`config.mk`:
```
export PLATFORM = sky130hd
export DESIGN_NAME = trap_delegation_interrupt_ctrl
export DESIGN_NICKNAME = d
export VERILOG_FILES = /design/src/verilog/trap_deleg_pkg.sv /design/src/verilog/trap_delegation_interrupt_ctrl.sv
export VERILOG_INCLUDE_DIRS = /design/src /design/src/verilog
export SDC_FILE = /design/constraint.sdc
export NUM_CORES = 1
export LEC_CHECK = 0
export BUFFER_PORTS_ARGS = -buffer_cell sky130_fd_sc_hd__buf_2
export CAP_MARGIN = 5
export CORE_AREA = 2 2 188 190
export DETAILED_ROUTE_END_ITERATION = 12
export DIE_AREA = 0 0 190 192
export GPL_ROUTABILITY_DRIVEN = 0
export PLACE_DENSITY_LB_ADDON = 0.05
export SLEW_MARGIN = 20
export SYNTH_ARGS = -nofsm -noshare
export SYNTH_HDL_FRONTEND = slang
export SYNTH_SLANG_ARGS = --single-unit
```
`constraint.sdc`:
```
create_clock -name clock_in -period 2.84 [get_ports clock_in]
set_clock_uncertainty 0.2 [all_clocks]
set_input_delay 0.284 -clock clock_in [delete_from_list [all_inputs] [get_ports clock_in]]
set_output_delay 0.284 -clock clock_in [all_outputs]
set_load 0.05 [all_outputs]
```
`src/verilog/trap_deleg_params.svh`:
```
// Offsets, field positions, reset values and delegation masks for the trap block
`ifndef TRAP_DELEG_PARAMS_SVH
`define TRAP_DELEG_PARAMS_SVH

// CSR select codes on the csr port
`define CSR_SEL_EXC_DELEG 2'h0
`define CSR_SEL_IRQ_DELEG 2'h1
`define CSR_SEL_PENDING 2'h2
`define CSR_SEL_ENABLE 2'h3

// Standard interrupt bit positions
`define BIT_SUP_SOFT 1
`define BIT_TOP_SOFT 3
`define BIT_SUP_TIMER 5
`define BIT_TOP_TIMER 7
`define BIT_SUP_EXT 9
`define BIT_TOP_EXT 11
`define STD_IRQ_BITS 16

// Exception codes
`define EXC_ECALL_TOP 11
`define EXC_CODE_BITS 16

// Delegatable exceptions: all low codes except 11 (machine ecall)
`define EXC_DELEG_MASK 16'hF7FF
// Supervisor interrupt bits only; machine bits never delegatable
`define IRQ_SUP_MASK 16'h0222
`define IRQ_TOP_MASK 16'h0888

`define RESET_ZERO 16'h0000

`endif

```
`src/verilog/trap_deleg_pkg.sv`:
```
// Types shared by the trap delegation block
package trap_deleg_pkg;

  typedef enum logic [1:0] {
    PRIV_USER = 2'h0,
    PRIV_SUPER = 2'h1,
    PRIV_MACHINE = 2'h3
  } priv_t;

  typedef enum logic [1:0] {
    CSR_OP_WRITE = 2'h1,
    CSR_OP_SET = 2'h2,
    CSR_OP_CLEAR = 2'h3
  } csr_op_t;

endpackage : trap_deleg_pkg

```
`src/verilog/trap_delegation_interrupt_ctrl.sv`:
```
// Trap delegation masks, interrupt pending/enable and trap routing
`timescale 1ns/1ps
`include "trap_deleg_params.svh"

// What this block does
// - With supervisor present, delegated exceptions from S or U go to supervisor; delegated interrupts are only masked.
// - Delegated trap loads supervisor cause, pc, value, prior level and enable.
// - Delegated trap leaves all machine trap state untouched.
// - No delegation bit is fixed at one; unsupported bits read zero.
// - Traps at machine level stay at machine level regardless of delegation.
// - Delegated interrupts are masked at machine level.
// - Exception delegation bit index equals the exception cause code.
// - Interrupt delegation bits share pending bit layout; supervisor timer bit 5.
// - Exception delegation bit 11 always reads zero.
// - Interrupt cause i maps to bit i; bits 16 up are platform use.
// - Machine trap needs level condition, pending and enabled, not delegated.
// - Trap condition re-evaluated each cycle, including after writes and returns.
// - Machine-bound interrupts win over lower-level interrupts.
// - Writable pending bits clear by writing zero; others clear elsewhere.
// - Enable bits of possible interrupts writable; others read zero.
// - Standard bit positions 11,9,7,5,3,1; other low bits read zero.
// - Machine external pending follows controller request only.
// - Machine timer pending clears only when timer compare is written.
// - Machine software pending follows memory-mapped control; may be zero.
// - Without supervisor, supervisor pending and enable bits read zero.
// - Supervisor external pending reads as software bit OR controller request.
// - Set/clear on pending uses the stored supervisor external bit only.
// - Machine priority: ext, soft, timer, sup ext, sup soft, sup timer.
// - Supervisor timer and software pending are software writable.
module trap_delegation_interrupt_ctrl #(
  parameter int XLEN = 64,
  parameter bit HAS_SUPER = 1'b1,
  parameter bit HAS_TOP_SOFT = 1'b1
) (
  input wire logic clock_in,
  input wire logic srst_in,
  // CSR access port
  input wire logic csr_valid_in,
  input wire logic [1:0] csr_sel_in,
  input wire logic [1:0] csr_op_in,
  input wire logic [XLEN-1:0] csr_wdata_in,
  output logic [XLEN-1:0] csr_rdata_out,
  // Hart state
  input wire logic [1:0] cur_level_in,
  input wire logic top_global_irq_on_in,
  input wire logic trap_return_instr_in,
  // Interrupt sources
  input wire logic top_ext_req_in,
  input wire logic sup_ext_req_in,
  input wire logic sup_soft_set_in,
  input wire logic timer_fire_in,
  input wire logic timer_cmp_write_in,
  input wire logic top_soft_level_in,
  // Synchronous exception raised by the core
  input wire logic exc_valid_in,
  input wire logic [3:0] exc_code_in,
  input wire logic [XLEN-1:0] exc_pc_in,
  input wire logic [XLEN-1:0] exc_value_in,
  input wire logic sup_global_irq_on_in,
  // Trap decisions
  output logic irq_take_out,
  output logic [3:0] irq_cause_out,
  output logic trap_to_sup_out,
  output logic top_trap_write_out,
  // Supervisor trap state
  output logic [XLEN-1:0] sup_trap_cause_out,
  output logic [XLEN-1:0] sup_trap_pc_out,
  output logic [XLEN-1:0] sup_trap_value_out,
  output logic sup_prior_level_out,
  output logic sup_prior_irq_on_out,
  output logic sup_global_irq_on_out
);

  // ----------------------------------------------------------------
  // Storage
  // ----------------------------------------------------------------
  localparam logic [15:0] SUP_MASK = HAS_SUPER ? `IRQ_SUP_MASK : 16'h0000;
  localparam logic [15:0] EXC_MASK = HAS_SUPER ? `EXC_DELEG_MASK : 16'h0000;

  logic [15:0] exc_deleg_q;
  logic [15:0] irq_deleg_q;
  logic [15:0] enable_q;
  logic sup_ext_sw_q;
  logic sup_timer_pending_q;
  logic sup_soft_pending_q;
  logic top_ext_pending_q;
  logic top_timer_pending_q;
  logic top_soft_pending_q;
  logic [15:0] pending_view;
  logic [15:0] pending_store;
  logic [15:0] read_low;
  logic [15:0] wr_low;
  logic [15:0] enable_mask;
  logic is_top;
  logic [15:0] irq_ready;
  logic exc_to_sup;

  assign enable_mask = `IRQ_TOP_MASK & {4'h0, 1'b1, 3'h0,
    1'b1, 3'h0, HAS_TOP_SOFT, 3'h0} | SUP_MASK;
  assign is_top = cur_level_in == trap_deleg_pkg::PRIV_MACHINE;

  // Read view: supervisor external is OR of software bit and request
  always_comb begin
    pending_view = 16'h0000;
    pending_view[`BIT_TOP_EXT] = top_ext_pending_q;
    pending_view[`BIT_TOP_TIMER] = top_timer_pending_q;
    pending_view[`BIT_TOP_SOFT] = HAS_TOP_SOFT & top_soft_pending_q;
    pending_view[`BIT_SUP_EXT] = HAS_SUPER &
      (sup_ext_sw_q | sup_ext_req_in);
    pending_view[`BIT_SUP_TIMER] = HAS_SUPER & sup_timer_pending_q;
    pending_view[`BIT_SUP_SOFT] = HAS_SUPER & sup_soft_pending_q;
  end

  // Stored bits only; request never feeds read-modify-write
  always_comb begin
    pending_store = pending_view;
    pending_store[`BIT_SUP_EXT] = HAS_SUPER & sup_ext_sw_q;
  end

  always_comb begin
    unique case (csr_sel_in)
      `CSR_SEL_EXC_DELEG: read_low = exc_deleg_q & EXC_MASK;
      `CSR_SEL_IRQ_DELEG: read_low = irq_deleg_q & SUP_MASK;
      `CSR_SEL_PENDING: read_low = pending_view;
      `CSR_SEL_ENABLE: read_low = enable_q & enable_mask;
    endcase
  end

  // Bits 16 and up are unimplemented platform sources and read zero
  assign csr_rdata_out = {{(XLEN-16){1'b0}}, read_low};

  function automatic logic [15:0] csr_new(input logic [15:0] old,
                                          input logic [1:0] op,
                                          input logic [15:0] wd);
    logic [15:0] res;
    res = old;
    unique case (op)
      trap_deleg_pkg::CSR_OP_WRITE: res = wd;
      trap_deleg_pkg::CSR_OP_SET: res = old | wd;
      trap_deleg_pkg::CSR_OP_CLEAR: res = old & ~wd;
      default: res = old;
    endcase
    return res;
  endfunction : csr_new

  // ----------------------------------------------------------------
  // Delegation and enable registers
  // ----------------------------------------------------------------
  assign wr_low = csr_wdata_in[15:0];

  always_ff @(posedge clock_in) begin
    if (srst_in) begin
      exc_deleg_q <= `RESET_ZERO;
    end else if (csr_valid_in && csr_sel_in == `CSR_SEL_EXC_DELEG) begin
      exc_deleg_q <= csr_new(exc_deleg_q, csr_op_in, wr_low) &
        EXC_MASK;
    end
  end

  always_ff @(posedge clock_in) begin
    if (srst_in) begin
      irq_deleg_q <= `RESET_ZERO;
    end else if (csr_valid_in && csr_sel_in == `CSR_SEL_IRQ_DELEG) begin
      irq_deleg_q <= csr_new(irq_deleg_q, csr_op_in, wr_low) &
        SUP_MASK;
    end
  end

  always_ff @(posedge clock_in) begin
    if (srst_in) begin
      enable_q <= `RESET_ZERO;
    end else if (csr_valid_in && csr_sel_in == `CSR_SEL_ENABLE) begin
      enable_q <= csr_new(enable_q, csr_op_in, wr_low) & enable_mask;
    end
  end

  // ----------------------------------------------------------------
  // Pending bits
  // ----------------------------------------------------------------
  logic pend_wr;
  logic [15:0] pend_new;
  assign pend_wr = csr_valid_in && csr_sel_in == `CSR_SEL_PENDING;
  assign pend_new = csr_new(pending_store, csr_op_in, wr_low);

  // Machine bits are not software writable
  always_ff @(posedge clock_in) begin
    if (srst_in) begin
      top_ext_pending_q <= 1'b0;
      top_soft_pending_q <= 1'b0;
    end else begin
      top_ext_pending_q <= top_ext_req_in;
      top_soft_pending_q <= HAS_TOP_SOFT & top_soft_level_in;
    end
  end

  // A fire in the same cycle as a compare write wins
  always_ff @(posedge clock_in) begin
    if (srst_in) begin
      top_timer_pending_q <= 1'b0;
    end else if (timer_fire_in) begin
      top_timer_pending_q <= 1'b1;
    end else if (timer_cmp_write_in) begin
      top_timer_pending_q <= 1'b0;
    end
  end

  always_ff @(posedge clock_in) begin
    if (srst_in) begin
      sup_ext_sw_q <= 1'b0;
      sup_timer_pending_q <= 1'b0;
    end else if (pend_wr) begin
      sup_ext_sw_q <= HAS_SUPER & pend_new[`BIT_SUP_EXT];
      sup_timer_pending_q <= HAS_SUPER & pend_new[`BIT_SUP_TIMER];
    end
  end

  // Controller set wins over a software clear in the same cycle
  always_ff @(posedge clock_in) begin
    if (srst_in) begin
      sup_soft_pending_q <= 1'b0;
    end else if (HAS_SUPER && sup_soft_set_in) begin
      sup_soft_pending_q <= 1'b1;
    end else if (pend_wr) begin
      sup_soft_pending_q <= HAS_SUPER & pend_new[`BIT_SUP_SOFT];
    end
  end

  // ----------------------------------------------------------------
  // Interrupt decision, combinational so it follows every change
  // ----------------------------------------------------------------
  assign irq_ready = pending_view & enable_q & enable_mask &
    ~(irq_deleg_q & SUP_MASK);

  always_comb begin
    irq_cause_out = 4'h0;
    if (irq_ready[`BIT_TOP_EXT]) begin
      irq_cause_out = 4'(`BIT_TOP_EXT);
    end else if (irq_ready[`BIT_TOP_SOFT]) begin
      irq_cause_out = 4'(`BIT_TOP_SOFT);
    end else if (irq_ready[`BIT_TOP_TIMER]) begin
      irq_cause_out = 4'(`BIT_TOP_TIMER);
    end else if (irq_ready[`BIT_SUP_EXT]) begin
      irq_cause_out = 4'(`BIT_SUP_EXT);
    end else if (irq_ready[`BIT_SUP_SOFT]) begin
      irq_cause_out = 4'(`BIT_SUP_SOFT);
    end else if (irq_ready[`BIT_SUP_TIMER]) begin
      irq_cause_out = 4'(`BIT_SUP_TIMER);
    end
  end

  // No registering: a return or CSR write is seen at once
  assign irq_take_out = (|irq_ready) &&
    (!is_top || top_global_irq_on_in);

  // ----------------------------------------------------------------
  // Exception routing; machine-level interrupt preempts
  // ----------------------------------------------------------------
  assign exc_to_sup = HAS_SUPER && !is_top &&
    exc_deleg_q[exc_code_in] && EXC_MASK[exc_code_in];
  assign trap_to_sup_out = exc_valid_in && !irq_take_out &&
    exc_to_sup;
  assign top_trap_write_out = irq_take_out ||
    (exc_valid_in && !exc_to_sup);

  // ----------------------------------------------------------------
  // Supervisor trap state
  // ----------------------------------------------------------------
  always_ff @(posedge clock_in) begin
    if (srst_in) begin
      sup_trap_cause_out <= '0;
      sup_trap_pc_out <= '0;
      sup_trap_value_out <= '0;
      sup_prior_level_out <= 1'b0;
      sup_prior_irq_on_out <= 1'b0;
      sup_global_irq_on_out <= 1'b0;
    end else if (trap_to_sup_out) begin
      sup_trap_cause_out <= {{(XLEN-4){1'b0}}, exc_code_in};
      sup_trap_pc_out <= exc_pc_in;
      sup_trap_value_out <= exc_value_in;
      sup_prior_level_out <= cur_level_in[0];
      sup_prior_irq_on_out <= sup_global_irq_on_in;
      sup_global_irq_on_out <= 1'b0;
    end else begin
      sup_global_irq_on_out <= sup_global_irq_on_in;
    end
  end

  // ----------------------------------------------------------------
  // Checks
  // ----------------------------------------------------------------
  chk_no_top_deleg: assert property (@(posedge clock_in) disable iff (srst_in)
    !(exc_valid_in && is_top && trap_to_sup_out))
    else $error("machine level trap delegated");
  chk_bit11_zero: assert property (@(posedge clock_in) disable iff (srst_in)
    csr_sel_in == `CSR_SEL_EXC_DELEG |-> !csr_rdata_out[`EXC_ECALL_TOP])
    else $error("exception delegate bit 11 not zero");
  chk_top_irq_undeleg: assert property (@(posedge clock_in)
    disable iff (srst_in)
    csr_sel_in == `CSR_SEL_IRQ_DELEG |-> (csr_rdata_out[15:0] &
      `IRQ_TOP_MASK) == 16'h0000)
    else $error("machine interrupt delegation bit set");
  chk_timer_clear: assert property (@(posedge clock_in) disable iff (srst_in)
    $fell(top_timer_pending_q) |-> $past(timer_cmp_write_in))
    else $error("timer pending cleared without compare write");
  chk_ext_follow: assert property (@(posedge clock_in) disable iff (srst_in)
    top_ext_req_in ##1 !srst_in |-> top_ext_pending_q)
    else $error("external pending did not follow request");
  chk_sup_ext_or: assert property (@(posedge clock_in) disable iff (srst_in)
    HAS_SUPER && sup_ext_req_in && csr_sel_in == `CSR_SEL_PENDING
      |-> csr_rdata_out[`BIT_SUP_EXT])
    else $error("supervisor external read not ORed");
  chk_sup_trap_load: assert property (@(posedge clock_in) disable iff (srst_in)
    trap_to_sup_out |=> sup_trap_pc_out == $past(exc_pc_in) &&
      !sup_global_irq_on_out &&
      sup_prior_irq_on_out == $past(sup_global_irq_on_in))
    else $error("supervisor trap state not loaded");
  chk_irq_prio: assert property (@(posedge clock_in) disable iff (srst_in)
    irq_ready[`BIT_TOP_EXT] |-> irq_cause_out == 4'hB)
    else $error("machine external not highest priority");
  chk_top_mask: assert property (@(posedge clock_in) disable iff (srst_in)
    is_top && !top_global_irq_on_in |-> !irq_take_out)
    else $error("interrupt taken while machine disabled");
  chk_excl: assert property (@(posedge clock_in) disable iff (srst_in)
    !(trap_to_sup_out && top_trap_write_out))
    else $error("delegated trap also writes machine state");

  // ----------------------------------------------------------------
  // Register view and source checks
  // ----------------------------------------------------------------
  chk_deleg_irq_mask: assert property (@(posedge clock_in)
    disable iff (srst_in)
    !(irq_take_out && is_top &&
      (pending_view & enable_q & ~irq_deleg_q) == 16'h0000))
    else $error("delegated interrupt taken at machine level");

  chk_pend_low_zero: assert property (@(posedge clock_in)
    disable iff (srst_in)
    csr_sel_in == `CSR_SEL_PENDING |->
      (csr_rdata_out[15:0] & 16'hF555) == 16'h0000)
    else $error("unused pending bit reads one");

  chk_en_low_zero: assert property (@(posedge clock_in)
    disable iff (srst_in)
    csr_sel_in == `CSR_SEL_ENABLE |->
      (csr_rdata_out[15:0] & 16'hF555) == 16'h0000)
    else $error("unused enable bit reads one");

  chk_high_zero: assert property (@(posedge clock_in)
    disable iff (srst_in)
    csr_rdata_out[XLEN-1:16] == '0)
    else $error("upper read bits not zero");

  chk_sup_keep: assert property (@(posedge clock_in)
    disable iff (srst_in)
    !trap_to_sup_out |=> sup_trap_pc_out == $past(sup_trap_pc_out))
    else $error("supervisor trap pc changed without trap");

  chk_timer_set: assert property (@(posedge clock_in)
    disable iff (srst_in)
    timer_fire_in |=> top_timer_pending_q)
    else $error("timer fire did not set pending");

  chk_sw_clear: assert property (@(posedge clock_in)
    disable iff (srst_in)
    pend_wr && csr_op_in == trap_deleg_pkg::CSR_OP_WRITE &&
      !wr_low[`BIT_SUP_TIMER] |=> !sup_timer_pending_q)
    else $error("writing zero did not clear pending");

  chk_cause_taken: assert property (@(posedge clock_in)
    disable iff (srst_in)
    irq_take_out |-> irq_ready[irq_cause_out])
    else $error("reported cause not ready");

endmodule : trap_delegation_interrupt_ctrl
```
==> summary.md <==
| Metric | Value |
|---|---|
| Die Y-Extent | `192 um` |
| Xor and xnor area share after synthesis | `0%` |
| Internal Dissipation | `4240 uW` |
| HP Class | `in2reg` |
| Register bit count reported by yosys | `165` |
| Routed len/inst | `14.7 um` |
| # placed instances | `1632` |
| Top cell type's share of synthesized area | `38.7%` |
| Utilization after layout | `36.2%` |
| CP Buf/Inv Count | `2` |
| TritonRoute pass-1 iters | `4` |
| Area share of and/or/nand/nor cells after synthesis | `24.0%` |
| Final net count | `1570` |
| PD cells | `491 nW/um2` |
| Startpoint Class | `register` |
| Reg2Reg Setup Slack | `0.49 ns` |
| Max VDD drop | `0.394 mV` |
| Hold Path End | `sup_soft_pending_q` |
| Seq pwr share | `39.6%` |
| FMAX | `367 MHz` |
| Reg-to-Reg End | `sup_trap_value_out[54]` |
| Sw frac | `30.4%` |
| Initial Util | `24.9%` |
| Cell count of the worst hold path | `5` |
| Register area share after synthesis | `38.7%` |
| Crit. End Element | `primary output` |
| Gate Count Post-Synth | `896` |
| Syn Area/Cell | `9.52 um2` |
| Synth warn | `0` |
| Vias/cell | `3.96` |
| Antenna diodes | `0` |
| Slew Viols, Final | `0` |
| Library cells used by synthesis | `35` |
| Top delay family on crit path | `buffers and inverters` |
| Unrepaired setup endpoints after global routing | `no` |
| Post-synth top area cell | `dfxtp_1` |
| Largest family of logic cells by synthesized area | `simple AND/OR/NAND/NOR gates` |
| Fin crit period | `2.72 ns` |
| Top cells by area, synth | `dfxtp_1 (39%), nand2b_1 (20%), mux2i_1 (16%), buf_4 (9.5%), a211oi_1 (2.9%)` |
| Top Layer Used | `met4` |
| Core area | `34300 um2` |
| Status | `finished, final reports clean` |
| DR iter-0 viols | `277` |
| Clock-pin transition on the worst setup and hold timing paths | `0.06 ns` |
| CP peak stage delay | `0.42 ns` |
| Area of the die | `36500 um2` |
| First-pass GRT wire length | `39500 um` |
| Number of synthesized flops with an enable pin | `0` |
| Post-CTS Setup Bufs | `0` |
| Worst slew pin tran | `0.591 ns` |
| Chip width | `190 um` |
| Root buffer cell | `clkbuf_16` |
| Critical path cell sequence | `mux4_2 -> mux2_2 -> nand3b_1 -> a211oi_4 -> buf_12 -> buf_4` |
| DP HPWL | `19300 um` |
| PortBufs | `323` |
| CP max-delay cell | `dfxtp_1` |
| Clk_lat worst skew | `0.43 ns` |
| Critical path type | `reg2out` |
| Vias in the first global route | `6935` |
| Clock Sinks | `165` |
| Post-Syn Area | `8530 um2` |
| Adder-Cell Fraction of Synth Area | `0.587%` |
| Largest net degree at the start of global routing | `76` |
| DRT antenna net count | `0` |
| Worst endpoint data arrival time | `2.24 ns` |
| Tcrit/Tclk final | `95.8%` |
| Layout cell share with drive strength beyond 1 | `27.9%` |
| Area grow syn2layout | `45.4%` |
| Layout Cells excl Fill | `1817` |
| Critical register-to-register path startpoint | `exc_deleg_q[1]` |
| Routed via count | `7188` |
| Main synth FF type | `dfxtp_1` |
| Comb power frac | `20.9%` |
| Site Rows | `68` |
| Met3 routed WL | `1870 um` |
| Initial antenna violation count | `0` |
| Final Hold Viols | `0` |
| Synth top cells by count | `nand2b_1 (270), dfxtp_1 (165), mux2i_1 (136)` |
| DRC Markers | `0` |
| Setup TNS | `0 ns` |
| M1 WL | `12200 um` |
| Clock power frac | `39.5%` |
| Hold_sp | `csr_valid_in` |
| Pleak | `0.00542 uW` |
| Max-cap violations | `0` |
| Top-count cell post-synth | `nand2b_1` |
| Total track usage | `14.0%` |
| Compound-Gate Fraction of Synth Area | `5.61%` |
| Total gr overflow | `0` |
| Setup violators final | `0` |
| CTS max path bufs | `2` |
| CTS HTree Levels | `4` |
| # IOs | `481` |
| Worst slew margin | `60.4%` |
| CP Data Required Time | `2.36 ns` |
| Mux share of post-synthesis cell area | `17.9%` |
| Drt total wl | `26600 um` |
| Crit-path max FO | `20` |
| Ys async rst share | `0%` |
| CTS tree | `done` |
| FF-to-FF path depth | `7` |
| DR WL met2 | `12200 um` |
| TritonCTS Buffers | `17` |
| Net Switching | `1850 uW` |
## sequential cells by signal, indices dropped and copies added, names as in the netlist
| signal | cells |
|---|---|
| sup_trap_value_out | 64 |
| sup_timer_pending_q | 1 |
| sup_trap_cause_out | 4 |
| top_ext_pending_q | 1 |
| sup_global_irq_on_out | 1 |
| exc_deleg_q | 15 |
| top_timer_pending_q | 1 |
| enable_q | 6 |
| sup_prior_irq_on_out | 1 |
| top_soft_pending_q | 1 |
| sup_trap_pc_out | 64 |
| sup_soft_pending_q | 1 |
| sup_prior_level_out | 1 |
| sup_ext_sw_q | 1 |
| irq_deleg_q | 3 |
## cell type report
class / instances / area, um2
Fill cell: 3608 / 21900
Multi-Input combinational cell: 663 / 4520
Timing Repair Buffer: 496 / 3390
Sequential cell: 165 / 3300
Tap cell: 455 / 569
Clock buffer: 20 / 457
Clock inverter: 10 / 131
Inverter: 8 / 30.0
## power groups by stage
stage / combinational [uW] / sequential [uW] / clock, uW
after global routing: 1360 / 2420 / 2600
after floorplan: 773 / 2630 / 0
after CTS: 1290 / 2410 / 2510
after global placement: 1110 / 2470 / 0
final: 1280 / 2410 / 2400
after detailed placement: 1110 / 2470 / 0
## logic make-up after synthesis
kind of cell,count (synthesis)
buffers and inverters,175
AND/OR/NAND/NOR,334
adder cells (fa/ha/maj),4
flip-flops,165
AO/OA/AOI/OAI,72
other,1
multiplexers,145
## metrics by stage
step / worst slack, ns / area (um2) / hold slack (ns) / power, uW
2_1_floorplan: 0.105 / 8930 / 0.201 / 3400
3_3_place_gp: 0.317 / 10300 / 0.257 / 3570
3_5_place_dp: 0.310 / 10300 / 0.259 / 3570
4_1_cts: 0.0436 / 12400 / 0.113 / 6210
5_1_grt: 0.0179 / 12400 / 0.153 / 6380
6_report: 0.118 / 12400 / 0.144 / 6090
## worst register-to-register path: stages (launching register included)
cell      delay (ns)
dfxtp_1         0.42
mux4_2          0.26
mux2_2          0.14
nand3b_1        0.13
a211oi_4        0.37
buf_12          0.24
buf_12          0.26
mux2i_1         0.26
## worst max-delay path by stage
stage | startpoint | end | slack, ns | cells after the start
3_5_place_dp | exc_code_in[1] | sup_trap_pc_out[59] | 0.31 | 8
3_3_place_gp | exc_code_in[1] | sup_trap_value_out[41] | 0.32 | 8
2_1_floorplan | enable_q[9] | trap_to_sup_out | 0.11 | 7
5_1_grt | sup_ext_sw_q | trap_to_sup_out | 0.02 | 6
6_report | exc_deleg_q[1] | trap_to_sup_out | 0.12 | 6
4_1_cts | exc_deleg_q[1] | trap_to_sup_out | 0.04 | 6
## timing repair
item | 4_1_cts | 5_1_grt
hold endpoints to repair | 165 | 0
setup endpoints to repair | 1 | 0
hold buffers | 155 | 0
gates resized for setup | 1 | 0
## layer usage
| layer | track usage [%] | up-vias |
|---|---|---|
| li1 | - | 3640 |
| met4 | 4.71 | 0 |
| met2 | 22.5 | 244 |
| met1 | 17.9 | 3284 |
| met5 | 0 | - |
| met3 | 3.93 | 20 |
## cell usage in the layout, fill, tap and decap left out, drive strengths merged, types with 7 or more instances in the layout
cell / count
a211oi: 33
a21oi: 28
and2: 11
buf: 341
clkbuf: 20
conb: 108
dfxtp: 165
dlygate4sd3: 155
inv: 8
mux2i: 136
nand2: 7
nand2b: 270
nor2: 8
nor2b: 20
nor3: 10
Power figures use the tool's default switching activity.
